==> src/hw/psl_pkg.sv <==
// constants, register map and carrier types for the strap, indicator and isolate block
package psl_pkg;

   // management register addresses
   localparam logic [4:0] PSL_ADDR_BASIC_MODE   = 5'h00;
   localparam logic [4:0] PSL_ADDR_PHY_STATUS   = 5'h10;
   localparam logic [4:0] PSL_ADDR_LED_OVERRIDE = 5'h18;
   localparam logic [4:0] PSL_ADDR_PHY_CONFIG   = 5'h19;

   // basic_mode_control fields
   localparam int PSL_BMC_LOOPBACK_BIT = 14;
   localparam int PSL_BMC_ISOLATE_BIT  = 10;
   localparam logic [15:0] PSL_BMC_RESET = 16'h0000;

   // phy_status_report fields
   localparam int PSL_STS_LINK_BIT     = 0;
   localparam int PSL_STS_SPEED10_BIT  = 1;
   localparam int PSL_STS_DUPLEX_BIT   = 2;
   localparam int PSL_STS_LOOPBACK_BIT = 3;

   // phy_config_control fields
   localparam int PSL_CFG_ADDR_LSB = 0;
   localparam int PSL_CFG_ADDR_MSB = 4;
   localparam int PSL_CFG_MODE_LSB = 5;
   localparam int PSL_CFG_MODE_MSB = 6;
   localparam logic [15:0] PSL_CFG_RESET = 16'h0000;

   // led_override_control fields: values in [2:0], enables in [5:3]
   localparam int PSL_LED_VAL_LSB = 0;
   localparam int PSL_LED_EN_LSB  = 3;
   localparam logic [15:0] PSL_LED_RESET    = 16'h0000;
   localparam logic [15:0] PSL_LED_WR_MASK  = 16'h003f;

   // ten megabit link qualification
   localparam logic [2:0] PSL_NLP_NEEDED = 3'h7;

   // blink timing
   localparam int PSL_CLK_MHZ      = 200;
   localparam int PSL_BLINK_HALF_MS = 50;
   localparam int PSL_BLINK_CYCLES = PSL_BLINK_HALF_MS * 1000 * PSL_CLK_MHZ;

   typedef struct packed {
      logic        we;
      logic [4:0]  addr;
      logic [15:0] wdata;
   } psl_mgmt_req_t;

   typedef struct packed {
      logic       dv;
      logic       er;
      logic       crs;
      logic [3:0] d;
   } psl_rx_t;

endpackage

==> src/hw/psl_top.sv <==
// strap capture, isolate, indicator, duplex and loopback logic of the transceiver
`timescale 1ns/1ps
module psl_top
   import psl_pkg::*;
#(
   parameter int BLINK_CYCLES = PSL_BLINK_CYCLES
) (
   input  wire logic          core_clk,
   input  wire logic          rstn,
   input  wire logic [4:0]    mgmt_addr_strap,
   input  wire logic [2:0]    autoneg_strap,
   input  wire logic          mgmt_req_valid,
   input  wire psl_mgmt_req_t mgmt_req,
   output logic               mgmt_rvalid,
   output logic [15:0]        mgmt_rdata,
   input  wire logic          mii_tx_en,
   input  wire logic [3:0]    mii_txd,
   output psl_rx_t            mii_rx,
   output logic               mii_col,
   output logic               mii_out_oe,
   input  wire psl_rx_t       line_rx,
   input  wire logic          line_collision,
   output logic               line_tx_en,
   output logic [3:0]         line_txd,
   output logic               line_idle,
   input  wire logic          speed_100,
   input  wire logic          resolved_full,
   input  wire logic          parallel_detect,
   input  wire logic          signal_detect,
   input  wire logic          link_pulse,
   input  wire logic          valid_packet_10,
   input  wire logic          link_loss,
   output logic               link_indicator,
   output logic               speed_indicator,
   output logic               activity_collision_indicator
);

   logic [15:0] basic_mode_control;
   logic [15:0] phy_config_control;
   logic [15:0] led_override_control;
   logic        strap_done;
   logic [2:0]  led_polarity;
   logic [2:0]  nlp_count;
   logic        link_10;
   logic [31:0] blink_count;
   logic        blink_phase;

   wire         wr_hit      = mgmt_req_valid & mgmt_req.we;
   wire         wr_bmc      = wr_hit & (mgmt_req.addr == PSL_ADDR_BASIC_MODE);
   wire         wr_cfg      = wr_hit & (mgmt_req.addr == PSL_ADDR_PHY_CONFIG);
   wire         wr_led      = wr_hit & (mgmt_req.addr == PSL_ADDR_LED_OVERRIDE);
   wire         isolate     = basic_mode_control[PSL_BMC_ISOLATE_BIT];
   wire         loopback    = basic_mode_control[PSL_BMC_LOOPBACK_BIT];
   wire         full_duplex = resolved_full & ~parallel_detect;
   wire         link_up     = speed_100 ? signal_detect : link_10;
   wire [1:0]   ind_mode    = phy_config_control[PSL_CFG_MODE_MSB:PSL_CFG_MODE_LSB];
   wire         mode_one    = ind_mode[0];
   wire         mode_two    = (ind_mode == 2'b00);
   wire         tx_active   = mii_tx_en & ~isolate;
   wire         rx_active   = loopback ? tx_active : line_rx.crs;
   wire         activity    = tx_active | rx_active;
   wire         collision   = ~full_duplex & ~loopback & tx_active & line_collision;
   wire [15:0]  status_word = {12'h000, loopback, full_duplex, ~speed_100, link_up};

   // indicator logic before override and polarity
   wire         link_raw  = mode_one ? link_up : (link_up & ~(activity & blink_phase));
   wire         speed_raw = speed_100;
   wire         ac_raw    = mode_one ? activity :
                            (mode_two ? collision : full_duplex);
   wire [2:0]   ind_raw   = {ac_raw, speed_raw, link_raw};
   wire [2:0]   ovr_en    = led_override_control[PSL_LED_EN_LSB +: 3];
   wire [2:0]   ovr_val   = led_override_control[PSL_LED_VAL_LSB +: 3];
   wire [2:0]   ind_sel   = (ovr_en & ovr_val) | (~ovr_en & ind_raw);
   wire [2:0]   next_ind  = ind_sel ^ led_polarity;

   // read mux; unmapped addresses answer zero
   wire [15:0]  next_rdata =
      (mgmt_req.addr == PSL_ADDR_BASIC_MODE)   ? basic_mode_control :
      (mgmt_req.addr == PSL_ADDR_PHY_STATUS)   ? status_word :
      (mgmt_req.addr == PSL_ADDR_LED_OVERRIDE) ? led_override_control :
      (mgmt_req.addr == PSL_ADDR_PHY_CONFIG)   ? phy_config_control : 16'h0000;

   // received nibble stream towards the MAC
   psl_rx_t next_rx;
   always_comb begin
      next_rx = line_rx;
      if (loopback) begin
         next_rx.dv  = tx_active;
         next_rx.er  = 1'b0;
         next_rx.d   = mii_txd;
      end
      next_rx.crs = rx_active | (~full_duplex & tx_active);
   end

   // straps are sampled on the first edge after release, not under reset,
   // so the pins have settled and the flops take only constants at reset
   always_ff @(posedge core_clk or negedge rstn) begin
      if (!rstn) begin
         strap_done   <= 1'b0;
         led_polarity <= 3'h0;
      end else if (!strap_done) begin
         strap_done   <= 1'b1;
         led_polarity <= autoneg_strap;
      end
   end

   always_ff @(posedge core_clk or negedge rstn) begin
      if (!rstn) begin
         basic_mode_control <= PSL_BMC_RESET;
      end else if (!strap_done) begin
         basic_mode_control[PSL_BMC_ISOLATE_BIT] <= (mgmt_addr_strap == 5'h00);
      end else if (wr_bmc) begin
         basic_mode_control <= mgmt_req.wdata;
      end
   end

   // address writes only land in the register; isolate takes the strap and basic_mode_control writes, never the written address
   always_ff @(posedge core_clk or negedge rstn) begin
      if (!rstn) begin
         phy_config_control <= PSL_CFG_RESET;
      end else if (!strap_done) begin
         phy_config_control[PSL_CFG_ADDR_MSB:PSL_CFG_ADDR_LSB] <= mgmt_addr_strap;
      end else if (wr_cfg) begin
         phy_config_control <= mgmt_req.wdata;
      end
   end

   always_ff @(posedge core_clk or negedge rstn) begin
      if (!rstn) begin
         led_override_control <= PSL_LED_RESET;
      end else if (wr_led) begin
         led_override_control <= mgmt_req.wdata & PSL_LED_WR_MASK;
      end
   end

   // management answers are never gated by isolate
   always_ff @(posedge core_clk or negedge rstn) begin
      if (!rstn) begin
         mgmt_rvalid <= 1'b0;
         mgmt_rdata  <= 16'h0000;
      end else begin
         mgmt_rvalid <= mgmt_req_valid & ~mgmt_req.we;
         mgmt_rdata  <= (mgmt_req_valid & ~mgmt_req.we) ? next_rdata : 16'h0000;
      end
   end

   // ten megabit link qualification runs regardless of isolate
   always_ff @(posedge core_clk or negedge rstn) begin
      if (!rstn) begin
         nlp_count <= 3'h0;
         link_10   <= 1'b0;
      end else if (link_loss) begin
         nlp_count <= 3'h0;
         link_10   <= 1'b0;
      end else begin
         if (link_pulse && nlp_count != PSL_NLP_NEEDED) begin
            nlp_count <= nlp_count + 3'h1;
         end
         if (valid_packet_10 || (link_pulse && nlp_count == PSL_NLP_NEEDED - 3'h1)) begin
            link_10 <= 1'b1;
         end
      end
   end

   // free running blink base; a slow rate costs one wide counter
   always_ff @(posedge core_clk or negedge rstn) begin
      if (!rstn) begin
         blink_count <= 32'h0;
         blink_phase <= 1'b0;
      end else if (blink_count == 32'(BLINK_CYCLES - 1)) begin
         blink_count <= 32'h0;
         blink_phase <= ~blink_phase;
      end else begin
         blink_count <= blink_count + 32'h1;
      end
   end

   always_ff @(posedge core_clk or negedge rstn) begin
      if (!rstn) begin
         mii_rx     <= '0;
         mii_col    <= 1'b0;
         mii_out_oe <= 1'b0;
         line_tx_en <= 1'b0;
         line_txd   <= 4'h0;
         line_idle  <= 1'b1;
      end else begin
         mii_rx     <= next_rx;
         mii_col    <= collision;
         mii_out_oe <= strap_done & ~isolate;
         line_tx_en <= tx_active & ~loopback;
         line_txd   <= (tx_active & ~loopback) ? mii_txd : 4'h0;
         line_idle  <= ~(tx_active & ~loopback);
      end
   end

   always_ff @(posedge core_clk or negedge rstn) begin
      if (!rstn) begin
         link_indicator               <= 1'b0;
         speed_indicator              <= 1'b0;
         activity_collision_indicator <= 1'b0;
      end else begin
         link_indicator               <= next_ind[0];
         speed_indicator              <= next_ind[1];
         activity_collision_indicator <= next_ind[2];
      end
   end

   // sampled rstn keeps the release edge itself out of the strap checks
   chk_strap_addr_capture: assert property (@(posedge core_clk) disable iff (!rstn)
      (rstn && !strap_done) |=> phy_config_control[4:0] == $past(mgmt_addr_strap))
      else $error("address strap not captured");

   chk_zero_strap_isolate: assert property (@(posedge core_clk) disable iff (!rstn)
      (rstn && !strap_done && mgmt_addr_strap == 5'h00) |=> isolate ##1 !mii_out_oe)
      else $error("zero strap did not isolate");

   chk_cfg_write_no_iso: assert property (@(posedge core_clk) disable iff (!rstn)
      (strap_done && wr_cfg && !wr_bmc) |=> isolate == $past(isolate))
      else $error("config write changed isolate");

   chk_isolate_floats: assert property (@(posedge core_clk) disable iff (!rstn)
      isolate |=> !mii_out_oe && !line_tx_en)
      else $error("isolate did not float outputs");

   chk_read_answered: assert property (@(posedge core_clk) disable iff (!rstn)
      (mgmt_req_valid && !mgmt_req.we) |=> mgmt_rvalid)
      else $error("management read not answered");

   chk_loop_no_line: assert property (@(posedge core_clk) disable iff (!rstn)
      loopback |=> !line_tx_en && line_idle)
      else $error("line driven during loopback");

   chk_loop_rx_data: assert property (@(posedge core_clk) disable iff (!rstn)
      (loopback && tx_active) |=> mii_rx.dv && mii_rx.d == $past(mii_txd))
      else $error("loopback data not returned");

   chk_full_no_col: assert property (@(posedge core_clk) disable iff (!rstn)
      full_duplex |=> !mii_col)
      else $error("collision in full duplex");

   chk_half_crs_tx: assert property (@(posedge core_clk) disable iff (!rstn)
      (!full_duplex && tx_active) |=> mii_rx.crs)
      else $error("carrier sense missing on transmit");

   chk_nlp_link: assert property (@(posedge core_clk) disable iff (!rstn)
      (!link_loss && link_pulse && nlp_count == 3'h6) |=> link_10)
      else $error("link not declared after seven pulses");

   chk_speed_led: assert property (@(posedge core_clk) disable iff (!rstn)
      (strap_done && !ovr_en[1]) |=> speed_indicator == ($past(speed_100) ^ led_polarity[1]))
      else $error("speed indicator wrong");

   chk_sts_loopback: assert property (@(posedge core_clk) disable iff (!rstn)
      (mgmt_req_valid && !mgmt_req.we && mgmt_req.addr == PSL_ADDR_PHY_STATUS)
      |=> mgmt_rdata[3] == $past(loopback))
      else $error("status loopback bit wrong");

   chk_bmc_write_iso: assert property (@(posedge core_clk) disable iff (!rstn)
      (strap_done && wr_bmc && mgmt_req.wdata[PSL_BMC_ISOLATE_BIT]) |=> isolate)
      else $error("isolate bit write not taken");

   chk_iso_keeps_idle: assert property (@(posedge core_clk) disable iff (!rstn)
      isolate |=> line_idle)
      else $error("line idles stopped in isolate");

   chk_iso_tx_ignored: assert property (@(posedge core_clk) disable iff (!rstn)
      (isolate && !loopback) |=> !mii_col && mii_rx.crs == $past(line_rx.crs))
      else $error("transmit seen in isolate");

   // mode indicator checks cover bits left to the hardware by the override; chk_override_drive covers an overridden link bit
   chk_mode_one_link: assert property (@(posedge core_clk) disable iff (!rstn)
      (strap_done && mode_one && !ovr_en[0])
      |=> link_indicator == ($past(link_up) ^ led_polarity[0]))
      else $error("mode one link indicator wrong");

   chk_mode_one_act: assert property (@(posedge core_clk) disable iff (!rstn)
      (strap_done && mode_one && !ovr_en[2])
      |=> activity_collision_indicator == ($past(activity) ^ led_polarity[2]))
      else $error("mode one activity indicator wrong");

   chk_mode_two_col: assert property (@(posedge core_clk) disable iff (!rstn)
      (strap_done && mode_two && !ovr_en[2])
      |=> activity_collision_indicator == ($past(collision) ^ led_polarity[2]))
      else $error("mode two collision indicator wrong");

   chk_mode_three_dup: assert property (@(posedge core_clk) disable iff (!rstn)
      (strap_done && !mode_one && !mode_two && !ovr_en[2])
      |=> activity_collision_indicator == ($past(full_duplex) ^ led_polarity[2]))
      else $error("mode three duplex indicator wrong");

   chk_override_drive: assert property (@(posedge core_clk) disable iff (!rstn)
      (strap_done && ovr_en[0]) |=> link_indicator == ($past(ovr_val[0]) ^ led_polarity[0]))
      else $error("override not driving indicator");

   chk_polarity_latch: assert property (@(posedge core_clk) disable iff (!rstn)
      (rstn && !strap_done) |=> led_polarity == $past(autoneg_strap))
      else $error("indicator polarity not latched");

   chk_full_crs_rx: assert property (@(posedge core_clk) disable iff (!rstn)
      (full_duplex && !loopback) |=> mii_rx.crs == $past(line_rx.crs))
      else $error("full duplex carrier sense not receive only");

   chk_packet_link: assert property (@(posedge core_clk) disable iff (!rstn)
      (!link_loss && valid_packet_10) |=> link_10)
      else $error("valid packet did not declare link");

   chk_loss_clears: assert property (@(posedge core_clk) disable iff (!rstn)
      link_loss |=> !link_10 && nlp_count == 3'h0)
      else $error("link loss did not clear link");

   chk_blink_hold: assert property (@(posedge core_clk) disable iff (!rstn)
      (blink_count != 32'(BLINK_CYCLES - 1)) |=> $stable(blink_phase))
      else $error("blink phase moved early");

   chk_blink_toggle: assert property (@(posedge core_clk) disable iff (!rstn)
      (blink_count == 32'(BLINK_CYCLES - 1)) |=> blink_phase != $past(blink_phase))
      else $error("blink phase did not toggle");

   chk_bmc_readback: assert property (@(posedge core_clk) disable iff (!rstn)
      (mgmt_req_valid && !mgmt_req.we && mgmt_req.addr == PSL_ADDR_BASIC_MODE)
      |=> mgmt_rdata == $past(basic_mode_control))
      else $error("basic mode control read wrong");

   chk_led_readback: assert property (@(posedge core_clk) disable iff (!rstn)
      (mgmt_req_valid && !mgmt_req.we && mgmt_req.addr == PSL_ADDR_LED_OVERRIDE)
      |=> mgmt_rdata == $past(led_override_control))
      else $error("override register read wrong");

endmodule

==> config.mk <==
export PLATFORM = sky130hd
export DESIGN_NAME = psl_top
export DESIGN_NICKNAME = d
export VERILOG_FILES = /design/src/hw/psl_pkg.sv /design/src/hw/psl_top.sv
export SDC_FILE = /design/constraint.sdc
export NUM_CORES = 1
export LEC_CHECK = 0
export BUFFER_PORTS_ARGS = -buffer_cell sky130_fd_sc_hd__buf_2
export CORE_UTILIZATION = 36
export DETAILED_ROUTE_END_ITERATION = 10
export HOLD_SLACK_MARGIN = 0.12
export PLACE_DENSITY = 0.65
export SLEW_MARGIN = 20
export SYNTH_ARGS = -nofsm -noshare
export SYNTH_HDL_FRONTEND = slang
export SYNTH_SLANG_ARGS = --single-unit
==> constraint.sdc <==
create_clock -name core_clk -period 2.8 [get_ports core_clk]
set_input_delay 0.84 -clock core_clk [delete_from_list [all_inputs] [get_ports core_clk]]
set_output_delay 0.84 -clock core_clk [all_outputs]
set_load 0.005 [all_outputs]
==> impl_metrics.toml, run 1 <==
[logic_synthesis]
ys_async_sr_fraction_pct = 100
avgSynthCellArea_um2 = 11.9
synth_area_leader_cell = "dfrtp_1"
syn_nets = 477
ys_warn_count = 0
synthDominantCellAreaShare_pct = 56.8
synthCells = 420
synth_edf_count = 0
yosysUniqueCellTypes = 45
ys_top_cells_by_area = "dfrtp_1 57%, mux2_2 10%, xnor2_1 4.6%"
ys_ff_latch = 114
yosysSeqAreaShare_pct = 57.3
synthesis.area_um2 = 4980
ys.flop_type = "dfrtp_1"

[final_layout]
fin_util_pct = 46.9
layout_commonest_cell = "dfrtp_1"
final_cell_mix = "113 x dfrtp_1, 86 x buf_2, 45 x mux2_2, 44 x nor2_1, 26 x xnor2_1"
drive_gt1_share_pct = 34.5
nFillCells = 1224
area_delta_synth_final_pct = 25.8
fin_nets = 580

[clocking]
cts_sinks = 114
clockBufferDepth = 2
h-tree-depth = 4
clkTransAtPathRegs_ns = 0.05
cts_setup_buffers = 0
cts_buffers = 17
postCtsHoldBufs = 0
cts-resized-gates = 0
clock-root-buffer = "clkbuf_16"
clkLatencyLatePin_ns = 0.41
cts_tree = "yes"

[place]
dp_hpwl_um = 7770
pre_cts_slack_ns = 0.206
portBuffers = 87
place_congestion = 0.840

[grt]
antenna_found_initial = 1
grt_pass1_vias = 3636
grtUsageTotal_pct = 16.6
grt_max_degree = 45
gr-total-overflow = 0
grt_pass1_wl_um = 18300

[setup_path]
arrival_ns = 2.46
slowest_stage = "or4_1"
max_stage_delay_ns = 0.64
crit_chain = "buf_2, or4_1, nor2_2, and2_1, buf_4, mux2_2"
rr_startpoint = "blink_count[0]"
r2r_setup_slack_ns = 0.75
crit_path_end_kind = "flip-flop"
required_ns = 3.09
crit_fanout = 10
path_buf_inv = 2
crit_type = "input port to flip-flop"
worstReg2RegEnd = "blink_count[26]"
crit_path_start_kind = "input port"
ff2ff_path_depth = 5
crit_family = "simple AND/OR/NAND/NOR gates"

[sta]
layout_min_cycle_time_ns = 2.17
setup_tns_ns = 0
hold_viol = 0
clock_skew_ns = 0.00794
worstMarginPinSlew_ns = 0.694
setup_viol = 0
max_freq_mhz = 460
rsz0062_at_grt = "false"
min_period_over_period_pct = 77.6
maxSlewViolCount = 0
slew_headroom_pct = 53.3
fin_ws_ns = 0.627

[power]
powerDensity_nw_per_um2 = 669
max-vdd-ir-drop_mv = 0.525
p_leak_nw = 2.95

[outcome]
status = "complete, no violations"

[floorplanning]
placementRows = 42
ios = 88
fp.dieArea_um2 = 14300
start_util_pct = 37.3
die_height_um = 120
die-width_um = 120
core-area_um2 = 13300

[routing]
ant_nets = 0
vias = 3543
wire_per_inst_um = 15.1
drt_iter0_drc = 263
drcViolationCount = 0
firstDrtPassIters = 4
viasPerCell = 4.97
wl_um = 10800

[run]
drv_cap = 0

[min_path]
hold_path_class = "input port to async pin"
worst register-to-register path, delay by kind of cell (launching register included):
| family | cells | cell delay [ns] |
|---|---|---|
| adders and majority gates | 1 | 0.29 |
| xor gates and xnor gates | 1 | 0.16 |
| DFF | 1 | 0.43 |
| and+or+nand+nor | 3 | 1.06 |
power breakdown:
part	internal, mW	switching [mW]	total, mW
Combinational	0.141	0.135	0.276
Sequential	1.73	0.0493	1.78
Clock	1.41	0.721	2.13
synthesized netlist by cell type, types with 2 or more instances:
master and n:
a22oi_1 13, a211oi_1 3, nor3_1 7, nor4_1 11, xnor2_1 26, nor2b_1 4, nand2_1 17, mux2_2 45
nor2_1 44, a21oi_1 13, o21ai_0 3, or4_1 2, mux2i_1 12, a31o_2 2, nand2b_1 6, nand3_1 18
and4_1 2, dfrtp_1 113, and3_1 5, inv_1 8, nand4_1 12, clkbuf_1 8, xor2_1 6, buf_2 8
ha_1 4, nor4bb_1 2, and2_1 8
state kept, by name, indices dropped and copies added (netlist names), 3 cells and up:
| register | count |
|---|---|
| basic_mode_control | 16 |
| blink_count | 32 |
| led_override_control | 6 |
| led_polarity | 3 |
| line_txd | 4 |
| mgmt_rdata | 16 |
| mii_rx | 7 |
| nlp_count | 3 |
| phy_config_control | 16 |
how the worst max path moves through the flow:
stage | start | endpoint | slack (ns) | depth (start not counted)
finish | mgmt_req[16] | basic_mode_control[15] | 0.63 | 6
global route | mgmt_req[16] | basic_mode_control[15] | 0.54 | 6
CTS | mgmt_req[16] | basic_mode_control[15] | 0.63 | 6
detailed placement | mgmt_req[16] | basic_mode_control[8] | 0.21 | 6
global placement | mgmt_req[16] | basic_mode_control[13] | 0.25 | 6
floorplan | mgmt_req[16] | basic_mode_control[11] | 0.35 | 7
final cells by class:
cell class / count / area, um^2 / area share, %
antenna: 1 / 2.50 / 0.0400
clock inverter: 11 / 136 / 2.18
timing repair buffer: 102 / 563 / 8.99
sequential: 114 / 2850 / 45.6
inverter: 8 / 30.0 / 0.479
tap: 176 / 220 / 3.52
clock buffer: 21 / 450 / 7.19
multi-input combinational: 280 / 2010 / 32.0
per-layer routing:
metal	GRT usage, %	vias to the layer above	routed length [um]
met4	6.09	0	126
met5	0	-	0
met1	20.9	1734	4820
li1	-	1697	-
met3	4.66	11	567
met2	27.3	101	5280
stage by stage:
step,cells,instance area [um^2],power (mW),hold slack [ns]
after floorplan,420,4980,1.94,0.436
final,713,6260,4.19,0.386
after detailed placement,680,5670,2.09,0.453
after global placement,680,5670,2.08,0.446
after global routing,712,6260,4.35,0.418
after CTS,712,6260,4.24,0.386
kinds of logic (layout without fill, tap and decap cells):
logic type | Yosys count | after routing | share of synthesized area, %
AND/OR/NAND/NOR | 146 | 146 | 15.6
flip-flops | 114 | 114 | 57.3
adder cells (fa/ha/maj) | 4 | 4 | 1.01
buffers and inverters | 26 | 142 | 2.39
AO/OA/AOI/OAI | 40 | 40 | 5.40
multiplexers | 57 | 57 | 12.6
other | 1 | 2 | 0.0753
XOR/XNOR | 32 | 32 | 5.63
No activity file was read; power rests on OpenSTA's default activity.
==> run 2, diff against run 1 <==
clock period = 2.2 ns   (was 2.8 ns; I/O delays follow)
==> impl_metrics.toml, run 2 (synthesized netlist as in run 1, its figures left out) <==
[floorplanning]
placementRows = 42
fp.dieArea_um2 = 14300
start_util_pct = 37.3
core-area_um2 = 13300
die-width_um = 120
die_height_um = 120
ios = 88

[place]
dp_hpwl_um = 7900
place_congestion = 0.883
portBuffers = 87
placed_cells = 685
pre_cts_slack_ns = -0.00977
dpl_cell_area_um2 = 5720

[power]
powerDensity_nw_per_um2 = 885
p_leak_nw = 3.00
max-vdd-ir-drop_mv = 0.441

[setup_path]
crit_path_start_kind = "flip-flop"
crit_type = "flip-flop to flip-flop"
rr_startpoint = "blink_count[0]"
ff2ff_path_depth = 6
r2r_setup_slack_ns = 0.24
arrival_ns = 2.30
crit_fanout = 8
required_ns = 2.53
worstReg2RegEnd = "blink_phase"
crit_path_end_kind = "flip-flop"

[sta]
max_freq_mhz = 509
layout_min_cycle_time_ns = 1.96
maxSlewViolCount = 0
hold_viol = 0
min_period_over_period_pct = 89.3
fin_ws_ns = 0.236
clock_skew_ns = 0.00666
rsz0062_at_grt = "false"
setup_viol = 0
timing.hold.ws_ns = 0.138

[clocking]
clock-root-buffer = "clkbuf_16"
cts_tree = "yes"
cts_buffers = 17
clkTransAtPathRegs_ns = 0.05
cts_setup_buffers = 0
clkLatencyLatePin_ns = 0.41
postCtsHoldBufs = 0
clockBufferDepth = 2
cts_sinks = 114
h-tree-depth = 4
cts-resized-gates = 0

[routing]
wl_um = 11100
viasPerCell = 5.02
wire_per_inst_um = 15.5
firstDrtPassIters = 4
ant_nets = 0
drcViolationCount = 0
vias = 3600
drt_iter0_drc = 152

[grt]
antenna_found_initial = 0
grtUsageTotal_pct = 17.0
grt_pass1_vias = 3807
grt_max_degree = 72
grt_pass1_wl_um = 18700
gr-total-overflow = 0

[final_layout]
nFillCells = 1211
layout_commonest_cell = "dfrtp_1"
fin_util_pct = 47.8
diodes = 0
drive_gt1_share_pct = 36.0
fin_nets = 585
largest_register_ffs = 32
regMostFlops = "blink_count"
final_cell_mix = "113 x dfrtp_1, 86 x buf_2, 45 x mux2_2, 44 x nor2_1, 26 x xnor2_1"
final_cell_area_um2 = 6380
regArea_um2 = 2850
multi_input_area_um2 = 2020
area_delta_synth_final_pct = 28.2
instances_no_fill = 717

[run]
drv_cap = 0

[min_path]
hold_path_class = "input port to async pin"

[outcome]
status = "complete, no violations"
## run 2: changes by cell type in the layout (fill, tap and decap cells not counted), moves of 2 or more
cell and change:
clkbuf_1 -3, bufinv_16 +2, clkinv_2 -4, buf_4 +5, clkinvlp_4 +3
## run 2: cell type report
| type | count | share of cell area (%) |
|---|---|---|
| sequential | 114 | 44.7 |
| timing repair buffer | 107 | 9.41 |
| clock inverter | 13 | 3.25 |
| multi-input combinational | 280 | 31.6 |
| clock buffer | 19 | 7.10 |
| tap | 176 | 3.45 |
| inverter | 8 | 0.470 |
## run 2: power by group
group          switching (mW)  internal (mW)
Combinational           0.180          0.185
Clock                   0.953           2.06
Sequential             0.0604           2.21
Total                    1.19           4.46
## run 2: worst max path at each step
stage / start / depth (start not counted) / slack [ns] / end
after detailed placement: mgmt_req[16] / 5 / -0.01 / basic_mode_control[2]
after global placement: mgmt_req[16] / 5 / 0.02 / basic_mode_control[9]
after global routing: blink_count[0] / 6 / 0.02 / blink_phase
final: blink_count[0] / 6 / 0.24 / blink_phase
after CTS: blink_count[0] / 6 / 0.21 / blink_phase
after floorplan: mgmt_req[16] / 7 / -0.02 / basic_mode_control[11]
## run 2: layer usage
metal	routed length (um)	vias up	track usage [%]
li1	-	1701	-
met1	4950	1784	21.2
met2	5450	97	27.9
met3	549	18	4.66
met4	161	0	6.88
met5	0	-	0
## run 2: critical path, stage by stage, from the launching register on
cell	delay [ns]
dfrtp_1	0.43
ha_1	0.30
nor4bb_1	0.24
nand4_1	0.18
nor4_1	0.33
buf_4	0.25
xor2_1	0.15
## run 2: per-stage QoR
stage,setup TNS [ns],power [mW]
6_report,0,5.65
5_1_grt,0,5.88
4_1_cts,0,5.72
3_5_place_dp,-0.0166,2.67
3_3_place_gp,0,2.66
2_1_floorplan,-0.245,2.47
